[src/hdl/bltl_pkg.sv]
// Shared constants, types and header checksum for the boot link transport layer.
package bltl_pkg;

  typedef logic [7:0] bltl_byte_t;
  typedef logic [3:0] bltl_nib_t;

  // Header layout: sync bytes 0..2, control byte 3, length 4..5, id/sqn 6, checksum 7.
  localparam logic [23:0] FRAME_SYNC_PATTERN = 24'hBE_EFED;
  localparam logic [2:0]  OFS_CONTROL_BYTE   = 3'h3;
  localparam logic [2:0]  OFS_LEN_HI         = 3'h4;
  localparam logic [2:0]  OFS_LEN_LO         = 3'h5;
  localparam logic [2:0]  OFS_ID_SQN         = 3'h6;
  localparam logic [2:0]  OFS_CHECKSUM       = 3'h7;
  localparam logic [2:0]  SYNC_BYTES         = 3'h3;

  // Control byte codes.
  localparam bltl_byte_t CONNECT_REQUEST    = 8'h01;
  localparam bltl_byte_t CONNECT_REPLY      = 8'h02;
  localparam bltl_byte_t DISCONNECT_REQUEST = 8'h03;
  localparam bltl_byte_t DISCONNECT_REPLY   = 8'h04;
  localparam bltl_byte_t ACK_FRAME          = 8'h06;
  localparam logic [15:0] ZERO_LENGTH       = 16'h0000;
  localparam bltl_nib_t  SQN_START          = 4'h0;

  // Register byte offsets and reset values.
  localparam logic [7:0]  REG_CTRL        = 8'h00;
  localparam logic [7:0]  REG_STATUS      = 8'h04;
  localparam logic [7:0]  REG_GOOD_FRAMES = 8'h08;
  localparam logic [7:0]  REG_DROP_FRAMES = 8'h0C;
  localparam logic [31:0] CTRL_RESET      = 32'h0000_0001;
  localparam int          CTRL_ENABLE_BIT = 0;
  localparam int          ST_STATE_LSB    = 0;
  localparam int          ST_CHAN_LSB     = 4;
  localparam int          ST_SQN_LSB      = 8;
  localparam int          ST_BOOT_BIT     = 12;
  localparam int          ST_BUSY_BIT     = 13;

  // Checksum over header bytes 0..6; mode 0 is the negated byte sum, mode 1 the XOR.
  function automatic bltl_byte_t hdr_checksum(input logic [55:0] hdr, input logic mode);
    bltl_byte_t acc;
    acc = 8'h00;
    for (int i = 0; i < 7; i++) begin
      if (mode) begin
        acc = acc ^ hdr[55-8*i -: 8];
      end else begin
        acc = acc + hdr[55-8*i -: 8];
      end
    end
    return mode ? acc : 8'(8'h00 - acc);
  endfunction : hdr_checksum

endpackage : bltl_pkg

[src/hdl/bltl_transport.sv]
// Boot link transport layer: session state machine, frame answers and AHB-Lite registers.
//
// How it works
// - The connect request's channel ID identifies the session in every frame.
// - Device answers with connect reply 0x02, length zero, nibble zero, same channel.
// - Host acknowledges the connect reply; the sequence nibble stays zero afterwards.
// - Device first acknowledges a valid disconnect request, echoing channel and nibble.
// - Device then sends disconnect reply 0x04 with the request's nibble.
// - Disconnect request and reply never advance the sequence nibble.
// - Host ack of the disconnect reply ends the session and requests device reset.
// - After reset, boot loader runs only if the entry stimulus is present.
// - In an open session every valid frame on the session channel except an ack is acknowledged with control 0x06, length zero.
// - An acknowledgement copies the channel and nibble of the acknowledged frame.
// - Outside the exceptions the nibble advances after each acknowledgement.
// - Header: sync 0xBEEFED, control, two-byte length, ID/nibble, checksum.
// - A connect request in idle gets no acknowledgement, only the connect reply; on the session channel in an open session it is acknowledged.
`timescale 1ns/1ps
module bltl_transport #(
  parameter logic CSUM_MODE = 1'b0,
  parameter int   CNT_W     = 16
) (
  // Clock, reset and enable
  input  wire logic                 hclk,
  input  wire logic                 hresetn,
  input  wire logic                 ce,
  // AHB-Lite slave
  input  wire logic                 hsel,
  input  wire logic [31:0]          haddr,
  input  wire logic [1:0]           htrans,
  input  wire logic                 hwrite,
  input  wire logic [2:0]           hsize,
  input  wire logic [31:0]          hwdata,
  input  wire logic                 hready,
  output logic                      hreadyout,
  output logic                      hresp,
  output logic [31:0]               hrdata,
  // Byte stream from the host
  input  wire logic                 rx_valid,
  input  wire bltl_pkg::bltl_byte_t rx_data,
  output logic                      rx_ready,
  // Byte stream to the host
  output logic                      tx_valid,
  output bltl_pkg::bltl_byte_t      tx_data,
  input  wire logic                 tx_ready,
  // Boot entry and reset request
  input  wire logic                 boot_stimulus,
  output logic                      boot_active,
  output logic                      sys_reset_req
);
  import bltl_pkg::*;

  if (CNT_W < 1 || CNT_W > 32) begin : g_bad_cnt_w
    $error("CNT_W must lie between 1 and 32");
  end

  typedef enum logic [3:0] {
    ST_IDLE     = 4'b0000,
    ST_CONREP   = 4'b0001,
    ST_CONACK   = 4'b0010,
    ST_OPEN     = 4'b0011,
    ST_ACK      = 4'b0100,
    ST_DISCACK  = 4'b0101,
    ST_DISCREP  = 4'b0110,
    ST_DISCWAIT = 4'b0111
  } bltl_state_t;

  bltl_state_t      state;
  bltl_nib_t        chan;
  bltl_nib_t        cur_sqn;
  bltl_nib_t        ack_sqn;
  logic             frm_stb;
  logic             frm_ok;
  bltl_byte_t       frm_control;
  logic [15:0]      frm_length;
  bltl_nib_t        frm_chan;
  bltl_nib_t        frm_sqn;
  logic             tx_start;
  logic             tx_busy;
  bltl_byte_t       tx_control;
  bltl_nib_t        tx_sqn;
  logic [31:0]      ctrl;
  logic [CNT_W-1:0] good_frames;
  logic [CNT_W-1:0] drop_frames;
  logic             strap_taken;
  logic             good_own;
  logic             conreq_ok;
  logic             host_ack;
  logic             accepted;
  logic             wr_pend;
  logic [7:0]       wr_addr;

  bltl_rx_parser #(.CSUM_MODE(CSUM_MODE)) u_rx (
    .hclk        (hclk),
    .hresetn     (hresetn),
    .ce          (ce),
    .rx_valid    (rx_valid),
    .rx_data     (rx_data),
    .rx_ready    (rx_ready),
    .frm_stb     (frm_stb),
    .frm_ok      (frm_ok),
    .frm_control (frm_control),
    .frm_length  (frm_length),
    .frm_chan    (frm_chan),
    .frm_sqn     (frm_sqn)
  );

  bltl_tx_framer #(.CSUM_MODE(CSUM_MODE)) u_tx (
    .hclk     (hclk),
    .hresetn  (hresetn),
    .ce       (ce),
    .start    (tx_start),
    .control  (tx_control),
    .chan     (chan),
    .sqn      (tx_sqn),
    .busy     (tx_busy),
    .tx_valid (tx_valid),
    .tx_data  (tx_data),
    .tx_ready (tx_ready)
  );

  // Frame qualification: checksum good and, once a session exists, the session channel.
  assign good_own  = frm_stb && frm_ok && frm_chan == chan;
  assign conreq_ok = frm_stb && frm_ok && frm_control == CONNECT_REQUEST
                     && frm_length == ZERO_LENGTH && frm_sqn == SQN_START;
  assign host_ack  = good_own && frm_control == ACK_FRAME;

  // Outgoing frame selection; every frame carries the session channel.
  always_comb begin
    tx_control = ACK_FRAME;
    tx_sqn     = ack_sqn;
    tx_start   = 1'b0;
    case (state)
      ST_CONREP: begin
        tx_control = CONNECT_REPLY;
        tx_sqn     = SQN_START;
        tx_start   = !tx_busy;
      end
      ST_ACK, ST_DISCACK: begin
        tx_start = !tx_busy;
      end
      ST_DISCREP: begin
        tx_control = DISCONNECT_REPLY;
        tx_start   = !tx_busy;
      end
      default: begin
        tx_start = 1'b0;
      end
    endcase
  end

  // Entry stimulus is sampled once, after reset release, never by the reset itself.
  always_ff @(posedge hclk or negedge hresetn) begin
    if (!hresetn) begin
      strap_taken <= 1'b0;
      boot_active <= 1'b0;
    end else if (ce && !strap_taken) begin
      strap_taken <= 1'b1;
      boot_active <= boot_stimulus;
    end
  end

  // Session state machine.
  always_ff @(posedge hclk or negedge hresetn) begin
    if (!hresetn) begin
      state         <= ST_IDLE;
      chan          <= 4'h0;
      cur_sqn       <= 4'h0;
      ack_sqn       <= 4'h0;
      sys_reset_req <= 1'b0;
    end else if (ce) begin
      sys_reset_req <= 1'b0;
      case (state)
        ST_IDLE: begin
          if (conreq_ok && boot_active && ctrl[CTRL_ENABLE_BIT]) begin
            chan    <= frm_chan;
            cur_sqn <= SQN_START;
            state   <= ST_CONREP;
          end
        end
        ST_CONREP: begin
          if (!tx_busy) begin
            state <= ST_CONACK;
          end
        end
        ST_CONACK: begin
          if (host_ack && frm_sqn == SQN_START) begin
            state <= ST_OPEN;
          end
        end
        ST_OPEN: begin
          if (good_own && frm_control == DISCONNECT_REQUEST
              && frm_length == ZERO_LENGTH) begin
            ack_sqn <= frm_sqn;
            state   <= ST_DISCACK;
          end else if (good_own && frm_control != ACK_FRAME) begin
            ack_sqn <= frm_sqn;
            state   <= ST_ACK;
          end
        end
        ST_ACK: begin
          if (!tx_busy) begin
            cur_sqn <= ack_sqn + 4'h1;
            state   <= ST_OPEN;
          end
        end
        ST_DISCACK: begin
          if (!tx_busy) begin
            state <= ST_DISCREP;
          end
        end
        ST_DISCREP: begin
          if (!tx_busy) begin
            state <= ST_DISCWAIT;
          end
        end
        ST_DISCWAIT: begin
          if (host_ack && frm_sqn == ack_sqn) begin
            sys_reset_req <= 1'b1;
            state         <= ST_IDLE;
          end
        end
        default: begin
          state <= ST_IDLE;
        end
      endcase
    end
  end

  // Frame counters: accepted frames versus those discarded or arriving while busy.
  always_comb begin
    case (state)
      ST_IDLE:     accepted = conreq_ok && boot_active && ctrl[CTRL_ENABLE_BIT];
      ST_CONACK:   accepted = host_ack && frm_sqn == SQN_START;
      ST_OPEN:     accepted = good_own;
      ST_DISCWAIT: accepted = host_ack && frm_sqn == ack_sqn;
      default:     accepted = 1'b0;
    endcase
  end

  always_ff @(posedge hclk or negedge hresetn) begin
    if (!hresetn) begin
      good_frames <= '0;
      drop_frames <= '0;
    end else if (ce && frm_stb) begin
      if (accepted) begin
        good_frames <= good_frames + 1'b1;
      end else begin
        drop_frames <= drop_frames + 1'b1;
      end
    end
  end

  // AHB-Lite slave with zero wait states; only the enable bit of CTRL is writable.
  assign hreadyout = 1'b1;
  assign hresp     = 1'b0;

  always_ff @(posedge hclk or negedge hresetn) begin
    if (!hresetn) begin
      wr_pend <= 1'b0;
      wr_addr <= 8'h00;
      ctrl    <= CTRL_RESET;
      hrdata  <= 32'h0000_0000;
    end else if (ce) begin
      if (wr_pend && wr_addr == REG_CTRL) begin
        ctrl <= {31'h0000_0000, hwdata[CTRL_ENABLE_BIT]};
      end
      if (hready) begin
        wr_pend <= hsel && htrans[1] && hwrite && haddr[31:8] == 24'h00_0000;
        wr_addr <= haddr[7:0];
        hrdata  <= 32'h0000_0000;
        if (hsel && htrans[1] && !hwrite && haddr[31:8] == 24'h00_0000) begin
          if (haddr[7:0] == REG_CTRL) begin
            hrdata <= ctrl;
          end else if (haddr[7:0] == REG_STATUS) begin
            hrdata <= 32'({tx_busy, boot_active, cur_sqn, chan, 4'(state)})
                      << ST_STATE_LSB;
          end else if (haddr[7:0] == REG_GOOD_FRAMES) begin
            hrdata <= 32'(good_frames);
          end else if (haddr[7:0] == REG_DROP_FRAMES) begin
            hrdata <= 32'(drop_frames);
          end
        end
      end else begin
        wr_pend <= wr_pend;
      end
    end
  end
endmodule : bltl_transport

[src/hdl/bltl_rx_parser.sv]
// Receive-side header parser: hunts sync, collects the header, skips any payload.
`timescale 1ns/1ps
module bltl_rx_parser #(
  parameter logic CSUM_MODE = 1'b0
) (
  // Clock, reset and enable
  input  wire logic                hclk,
  input  wire logic                hresetn,
  input  wire logic                ce,
  // Incoming byte stream
  input  wire logic                rx_valid,
  input  wire bltl_pkg::bltl_byte_t rx_data,
  output logic                     rx_ready,
  // Parsed frame, one-cycle strobe
  output logic                     frm_stb,
  output logic                     frm_ok,
  output bltl_pkg::bltl_byte_t     frm_control,
  output logic [15:0]              frm_length,
  output bltl_pkg::bltl_nib_t      frm_chan,
  output bltl_pkg::bltl_nib_t      frm_sqn
);
  import bltl_pkg::*;

  bltl_byte_t  hdr [0:6];
  logic [2:0]  idx;
  logic        in_body;
  logic [15:0] skip;
  logic [15:0] hdr_len;
  logic [55:0] hdr_flat;

  function automatic bltl_byte_t sync_byte(input logic [2:0] i);
    return FRAME_SYNC_PATTERN[23-8*i -: 8];
  endfunction : sync_byte

  // No buffer here: the parser takes a byte in every enabled cycle.
  assign rx_ready = ce;
  assign hdr_len  = {hdr[OFS_LEN_HI], hdr[OFS_LEN_LO]};
  assign hdr_flat = {hdr[0], hdr[1], hdr[2], hdr[3], hdr[4], hdr[5], hdr[6]};

  always_ff @(posedge hclk or negedge hresetn) begin
    if (!hresetn) begin
      for (int i = 0; i < 7; i++) begin
        hdr[i] <= 8'h00;
      end
      idx         <= 3'h0;
      in_body     <= 1'b0;
      skip        <= 16'h0000;
      frm_stb     <= 1'b0;
      frm_ok      <= 1'b0;
      frm_control <= 8'h00;
      frm_length  <= 16'h0000;
      frm_chan    <= 4'h0;
      frm_sqn     <= 4'h0;
    end else if (ce) begin
      frm_stb <= 1'b0;
      if (rx_valid) begin
        if (in_body) begin
          skip <= skip - 16'h0001;
          if (skip == 16'h0001) begin
            in_body <= 1'b0;
            frm_stb <= 1'b1;
          end
        end else if (idx < SYNC_BYTES && rx_data != sync_byte(idx)) begin
          // A broken sync restarts the hunt; the byte may itself open a new frame.
          idx <= (rx_data == sync_byte(3'h0)) ? 3'h1 : 3'h0;
          if (rx_data == sync_byte(3'h0)) begin
            hdr[0] <= rx_data;
          end
        end else if (idx == OFS_CHECKSUM) begin
          idx         <= 3'h0;
          frm_control <= hdr[OFS_CONTROL_BYTE];
          frm_length  <= hdr_len;
          frm_chan    <= hdr[OFS_ID_SQN][7:4];
          frm_sqn     <= hdr[OFS_ID_SQN][3:0];
          frm_ok      <= (rx_data == hdr_checksum(hdr_flat, CSUM_MODE));
          if (hdr_len == ZERO_LENGTH) begin
            frm_stb <= 1'b1;
          end else begin
            in_body <= 1'b1;
            skip    <= hdr_len;
          end
        end else begin
          hdr[idx] <= rx_data;
          idx      <= idx + 3'h1;
        end
      end
    end
  end

endmodule : bltl_rx_parser

[src/hdl/bltl_tx_framer.sv]
// Transmit-side framer: serialises one eight-byte header with its checksum.
`timescale 1ns/1ps
module bltl_tx_framer #(
  parameter logic CSUM_MODE = 1'b0
) (
  // Clock, reset and enable
  input  wire logic                 hclk,
  input  wire logic                 hresetn,
  input  wire logic                 ce,
  // Frame request
  input  wire logic                 start,
  input  wire bltl_pkg::bltl_byte_t control,
  input  wire bltl_pkg::bltl_nib_t  chan,
  input  wire bltl_pkg::bltl_nib_t  sqn,
  output logic                      busy,
  // Outgoing byte stream
  output logic                      tx_valid,
  output bltl_pkg::bltl_byte_t      tx_data,
  input  wire logic                 tx_ready
);
  import bltl_pkg::*;

  bltl_byte_t  control_q;
  bltl_nib_t   chan_q;
  bltl_nib_t   sqn_q;
  logic [2:0]  pos;
  logic [55:0] hdr_bits;

  assign hdr_bits = {FRAME_SYNC_PATTERN, control_q, ZERO_LENGTH, chan_q, sqn_q};
  assign busy     = tx_valid;

  function automatic bltl_byte_t byte_at(input logic [55:0] h, input logic [2:0] p);
    return (p == OFS_CHECKSUM) ? hdr_checksum(h, CSUM_MODE) : h[55-8*p -: 8];
  endfunction : byte_at

  always_ff @(posedge hclk or negedge hresetn) begin
    if (!hresetn) begin
      control_q <= 8'h00;
      chan_q    <= 4'h0;
      sqn_q     <= 4'h0;
      pos       <= 3'h0;
      tx_valid  <= 1'b0;
      tx_data   <= 8'h00;
    end else if (ce) begin
      if (start && !tx_valid) begin
        control_q <= control;
        chan_q    <= chan;
        sqn_q     <= sqn;
        pos       <= 3'h0;
        tx_valid  <= 1'b1;
        tx_data   <= FRAME_SYNC_PATTERN[23:16];
      end else if (tx_valid && tx_ready) begin
        if (pos == OFS_CHECKSUM) begin
          tx_valid <= 1'b0;
        end else begin
          pos     <= pos + 3'h1;
          tx_data <= byte_at(hdr_bits, pos + 3'h1);
        end
      end
    end
  end
endmodule : bltl_tx_framer

[config.mk]
export PLATFORM = sky130hd
export DESIGN_NAME = bltl_transport
export DESIGN_NICKNAME = d
export VERILOG_FILES = /design/src/hdl/bltl_pkg.sv /design/src/hdl/bltl_transport.sv /design/src/hdl/bltl_rx_parser.sv /design/src/hdl/bltl_tx_framer.sv
export SDC_FILE = /design/constraint.sdc
export NUM_CORES = 1
export LEC_CHECK = 0
export ABC_CLOCK_PERIOD_IN_PS = 8200
export BUFFER_PORTS_ARGS = -buffer_cell sky130_fd_sc_hd__buf_2
export CAP_MARGIN = 20
export CORE_MARGIN = 2
export CORE_UTILIZATION = 35
export DETAILED_ROUTE_END_ITERATION = 16
export SYNTH_ARGS = -nofsm -noshare
export SYNTH_HDL_FRONTEND = slang
export SYNTH_SLANG_ARGS = --single-unit
[constraint.sdc]
create_clock -name hclk -period 8.2 [get_ports hclk]
set_input_delay 0.82 -clock hclk [delete_from_list [all_inputs] [get_ports hclk]]
set_output_delay 0.82 -clock hclk [all_outputs]
set_load 0.01 [all_outputs]
==> flow_summary.ini, run 1 <==
[status]
status = complete, no violations

[sta]
max-slew-margin-rel = 0.226
final_max_slew_viol_count = 0
final_hold_viol_count = 0
fin_setup_tns_ns = 0
worstMarginPinSlew_ns = 1.15
rsz0062_at_grt = false
fin_worst_skew_ns = 0.0131
period_minus_slack_ns = 6.45
max_freq_mhz = 155
setup_viol = 0
finalCritPeriodShare = 0.786

[power_and_ir_drop]
power_mw = 2.60
p_per_area_nw_per_um2 = 192
p_leak_nw = 6.73
ir_worst_vdd_mv = 0.153

[floorplanning]
fp.dieW_um = 190
fp-row-count = 67
die_h_um = 190
start_util = 0.358
core_region_area_sq_um = 33700
io_pins = 132
die-area_sq_um = 36000

[synthesis]
muxShareOfSynthArea = 0.0805
synth_edf_count = 0
syn_area_sq_um = 12100
synth_fa_ha_area_frac = 0.0791
yosysSeqAreaShare = 0.432
synthArstFlopShare = 1.00
syn_inst = 1218
synth.distinct_cells = 72
synth_ff_type = dfrtp_1
avgSynthCellArea_sq_um = 9.90
synth_top_family_by_area = simple AND/OR/NAND/NOR gates
ys_seq_elements = 208
synth_simple_gate_area_frac = 0.171
synth-xor-area-share = 0.0767
yosys_warnings = 0
synth_compound_area_frac = 0.112

[drt]
wl_per_cell_um = 16.1
vias = 8898
dr.pass1.iters = 5
drc = 0
drtAntennaViolNets = 0
vias_per_cell = 5.11
drt_iter0_drc = 423
wirelength_mm = 28.0

[placed_design]
portBuffers = 78
hpwlAfterDp_mm = 20.0
gp_congestion = 0.886

[grt]
grt_use_total = 0.155
antenna_found_initial = 0
first_global_vias = 8677
grt_max_degree = 84
grt_overflow = 0
grt_pass1_wl_mm = 45.4

[worst_setup_path]
startpoint_type = flop
arrival_ns = 6.90
worstSetupPathType = flop to flop
end_kind = flop
cp.required_ns = 8.66
worstPathMaxFanout = 6

[clock_tree]
clk_pin_slew_ns = 0.06
cts_made_buffers = 23
htree_levels = 1
postCtsSetupBuffers = 0
clock-sinks = 208
cts.path.max_buffers = 3
cts_hold_buf = 0
tritoncts = built
worstSkewPairLatency_ns = 0.52
cts_resized = 0
clockRootBuffer = clkbuf_16

[final_layout]
layout-drive-gt1-share = 0.169
syn_to_final_growth_pct = 12.3
nNetsFinal = 1435
diodes = 0

[flow_run]
drv_cap = 0

[min_path]
holdCritPathClass = input port to asynchronous set/reset pin
[power by group]
| group | switching (mW) | internal (mW) | leakage (nW) |
|---|---|---|---|
| Sequential | 0.0562 | 1.07 | 2.76 |
| Combinational | 0.256 | 0.168 | 3.60 |
| Clock | 0.420 | 0.624 | 0.378 |
| Total | 0.732 | 1.87 | 6.73 |
[placed cells by master (no fill, tap or decap), types with 33 or more instances in the layout]
| cell | instances |
|---|---|
| a21oi_1 | 39 |
| buf_2 | 77 |
| dfrtp_1 | 207 |
| ha_1 | 65 |
| inv_1 | 58 |
| mux2_2 | 77 |
| nand2_1 | 162 |
| nand3_1 | 42 |
| nor2_1 | 53 |
| nor3_1 | 33 |
| o21ai_0 | 58 |
| xnor2_1 | 58 |
| xor2_1 | 45 |
[per-layer routing]
metal	vias to the layer above	share of wire	track usage
met5	-	0	0
met4	0	0.023	0.0370
met3	42	0.044	0.0236
met2	171	0.46	0.257
met1	4276	0.48	0.212
li1	4409	-	-
[critical path: stages, from the launching register on]
cell	delay, ns
dfrtp_1	0.38
ha_1	0.21
inv_1	0.07
fa_1	0.41
inv_1	0.10
ha_1	0.23
a21o_1	0.19
a21oi_1	0.19
xnor2_1	0.19
ha_1	0.31
and3_1	0.16
a211oi_1	0.36
xnor2_1	0.22
ha_1	0.30
a21oi_1	0.13
o21ai_0	0.15
xor2_1	0.17
ha_1	0.33
a21oi_1	0.17
xnor2_1	0.09
ha_1	0.37
nor2b_1	0.08
a221o_1	0.34
a211oi_1	0.30
xnor2_1	0.20
or3b_2	0.47
a21oi_1	0.16
a22o_1	0.13
[synthesized netlist by cell type, drive strengths merged, types with 9 or more instances]
master | number | area (sq um)
a21oi | 40 | 211
nor3 | 38 | 215
a21o | 18 | 135
xnor2 | 58 | 508
nor2 | 53 | 199
a2bb2oi | 12 | 105
nand3 | 43 | 220
clkbuf | 40 | 151
o21ai | 59 | 295
a22o | 9 | 78.8
and3 | 12 | 75.1
a211oi | 10 | 75.1
nor4 | 29 | 188
mux2 | 78 | 878
inv | 58 | 218
xor2 | 45 | 394
ha | 65 | 813
buf | 27 | 201
nand4 | 19 | 119
nand2 | 162 | 608
dfrtp | 207 | 5180
[state kept, by name, summed over array words and instances (netlist names), 8 cells and up]
name,cells
drop_frames,16
good_frames,16
hrdata,16
u_rx.frm_control,8
u_rx.frm_length,16
u_rx.hdr,56
u_rx.skip,16
u_tx.tx_data,8
wr_addr,8
[kinds of logic (layout without fill, tap and decap cells)]
| logic type | count (synthesis) | count (layout) |
|---|---|---|
| AO/OA/AOI/OAI | 203 | 203 |
| multiplexers | 86 | 86 |
| adder cells (fa/ha/maj) | 72 | 72 |
| XOR/XNOR | 104 | 104 |
| flip-flops | 208 | 208 |
| AND/OR/NAND/NOR | 417 | 417 |
| buffers and inverters | 126 | 185 |
| other | 2 | 18 |
[worst paths after layout]
check / startpoint / endpoint / slack (ns) / cells past startpoint
max in group asynchronous: hresetn / good_frames[0]$_DFFE_PN0P_ / 6.53 / 2
hold / removal: hresetn / u_tx.tx_data[6]$_DFFE_PN0P_ / 0.33 / 1
setup / recovery: u_rx.hdr[40]$_DFFE_PN0P_ / u_rx.frm_ok$_DFFE_PN0P_ / 1.75 / 27
min in group hclk: good_frames[15]$_DFFE_PN0P_ / good_frames[15]$_DFFE_PN0P_ / 0.47 / 1
setup reg to reg: u_rx.hdr[40]$_DFFE_PN0P_ / u_rx.frm_ok$_DFFE_PN0P_ / 1.75 / 27
hold reg to reg: good_frames[15]$_DFFE_PN0P_ / good_frames[15]$_DFFE_PN0P_ / 0.47 / 1
[cell type report]
cell class,count,area [sq um]
Multi-Input combinational cell,900,6340
Tap cell,448,561
Sequential cell,208,5210
Inverter,59,221
Fill cell,3346,20200
Clock buffer,33,663
Clock inverter,8,97.6
Timing Repair Buffer,85,452
[metrics by stage]
step | instances | hold slack, ns | cell area, sq um | setup slack, ns | utilization
final | 1741 | 0.328 | 13500 | 1.75 | 0.402
after global routing | 1741 | 0.377 | 13500 | 1.30 | 0.402
after CTS | 1741 | 0.349 | 13500 | 1.77 | 0.402
after detailed placement | 1700 | 0.451 | 12800 | 1.79 | 0.379
after global placement | 1700 | 0.452 | 12800 | 1.86 | 0.379
after floorplan | 1234 | 0.436 | 12100 | 2.30 | -
Note: power is estimated with default switching activity, not from simulation.
==> inputs of run 2 (changes only) <==
ABC_CLOCK_PERIOD_IN_PS = 5850   (was 8200)
clock period = 5.85 ns   (was 8.2 ns; I/O delays follow)
==> flow_summary.ini, run 2 (same netlist as run 1, synthesis figures left out) <==
[final_layout]
syn_to_final_growth_pct = 15.4
final_common_cell = dfrtp_1
largest_register_ffs = 56
layout_common_cells = 207 x dfrtp_1, 162 x nand2_1, 77 x mux2_2, 77 x buf_2, 64 x ha_1
regMostFlops = u_rx.hdr
layout-drive-gt1-share = 0.205
final_area_sq_um = 13900
diodes = 0
nNetsFinal = 1470

[worst_setup_path]
crit_path_max_incr_delay_ns = 0.55
r2r_setup_slack_ns = -0.03
startpoint_type = flop
slowest_stage = fa_1
cp.required_ns = 6.24
end_kind = flop
arrival_ns = 6.28
worstPathMaxFanout = 4
worstSetupPathType = flop to flop
cp_cell_sequence = ha_2, inv_1, fa_1, inv_2, buf_4, fa_2, fa_1, inv_1, fa_1, inv_1, ha_1, a21o_1, a21oi_1, buf_4, xnor2_1, ha_1, a21o_1, a2111oi_1, or3_1, xnor2_1, xnor3_1, a22o_1

[clock_tree]
htree_levels = 1
clockRootBuffer = clkbuf_16
cts.path.max_buffers = 3
worstSkewPairLatency_ns = 0.51
clk_pin_slew_ns = 0.06
tritoncts = built
cts_made_buffers = 23
clock-sinks = 208

[grt]
antenna_found_initial = 0
grt_max_degree = 81
grt_overflow = 0
grt_use_total = 0.161
grt_pass1_wl_mm = 47.4
first_global_vias = 9054

[sta]
fin_worst_skew_ns = 0.00982
max_freq_mhz = 170
rsz0062_at_grt = true
max-slew-margin-rel = 0.402
finalCritPeriodShare = 1.01
final_max_slew_viol_count = 0
final_hold_viol_count = 0
worstMarginPinSlew_ns = 0.895
period_minus_slack_ns = 5.88
fin_setup_tns_ns = -0.0319
setup_viol = 1
layout_setup_ws_ns = -0.0319

[drt]
vias = 9209
drc = 0
wl_per_cell_um = 16.1
dr.pass1.iters = 5
wirelength_mm = 28.6
vias_per_cell = 5.19
drtAntennaViolNets = 0
drt_iter0_drc = 477

[status]
status = complete, but fails checks
violations = negative setup slack

[floorplanning]
start_util = 0.358
core_region_area_sq_um = 33700
fp-row-count = 67
die-area_sq_um = 36000
io_pins = 132
fp.dieW_um = 190
die_h_um = 190

[placed_design]
place_ws_ns = -0.380
gp_congestion = 0.845
hpwlAfterDp_mm = 20.6
placed_cell_area_sq_um = 13000
portBuffers = 78

[power_and_ir_drop]
ir_worst_vdd_mv = 0.212
p_per_area_nw_per_um2 = 266
p_leak_nw = 6.93
power_mw = 3.69

[min_path]
holdCritPathClass = input port to asynchronous set/reset pin

[flow_run]
drv_cap = 0
run 2: cell count changes in the layout (fill, tap and decap cells not counted), sizes merged:
cell,before,now
inv,59,58
buf,84,118
clkbuf,34,36
bufinv,2,3
clkinv,6,4
run 2: power by group:
group | switching [mW] | leakage [nW] | internal, mW
Combinational | 0.360 | 3.78 | 0.237
Sequential | 0.0779 | 2.76 | 1.51
Clock | 0.574 | 0.393 | 0.940
run 2: metal layers:
metal / vias to the layer above / wire length [um] / track usage
li1: 4482 / - / -
met1: 4464 / 13300 / 0.223
met2: 216 / 13400 / 0.269
met3: 47 / 1250 / 0.0197
met4: 0 / 654 / 0.0376
met5: - / 0 / 0
run 2: through the flow:
stage | instances | hold slack [ns] | utilization
after floorplan | 1234 | 0.289 | -
after global placement | 1729 | 0.453 | 0.386
after detailed placement | 1729 | 0.451 | 0.386
after CTS | 1774 | 0.117 | 0.412
after global routing | 1775 | 0.154 | 0.413
final | 1775 | 0.108 | 0.413
run 2: path summary, 6_finish.rpt:
kind | startpoint | end | cells after the start
setup reg to reg | u_rx.hdr[48]$_DFFE_PN0P_ | u_rx.frm_ok$_DFFE_PN0P_ | 22
min in group hclk | hwdata[0] | ctrl[0]$_DFFE_PN1P_ | 2
hold / removal | hresetn | u_tx.tx_data[5]$_DFFE_PN0P_ | 1
max in group asynchronous | hresetn | drop_frames[2]$_DFFE_PN0P_ | 2
hold reg to reg | strap_taken$_DFFE_PN0P_ | strap_taken$_DFFE_PN0P_ | 1
setup / recovery | u_rx.hdr[48]$_DFFE_PN0P_ | u_rx.frm_ok$_DFFE_PN0P_ | 22
run 2: timing repair:
action | CTS | global route
pin swaps | 27 | 2
endpoints found under the setup margin | 1 | 1
resized for setup | 20 | 3
hold buffers | 0 | 0
setup buffers | 5 | 0
run 2: final cells by class:
class | count | area, sq um
Fill cell | 3375 | 19800
Multi-Input combinational cell | 900 | 6420
Sequential cell | 208 | 5210
Timing Repair Buffer | 120 | 712
Clock buffer | 34 | 687
Tap cell | 448 | 561
Inverter | 59 | 221
Clock inverter | 6 | 109
run 2: critical path, delay by kind of cell (launching register included):
kind	cells	cell delay, ns
compound gates	5	1.28
xor+xnor	3	0.64
fa+ha+maj	7	2.78
flops	1	0.36
simple gates	1	0.20
buf+inv	6	0.50
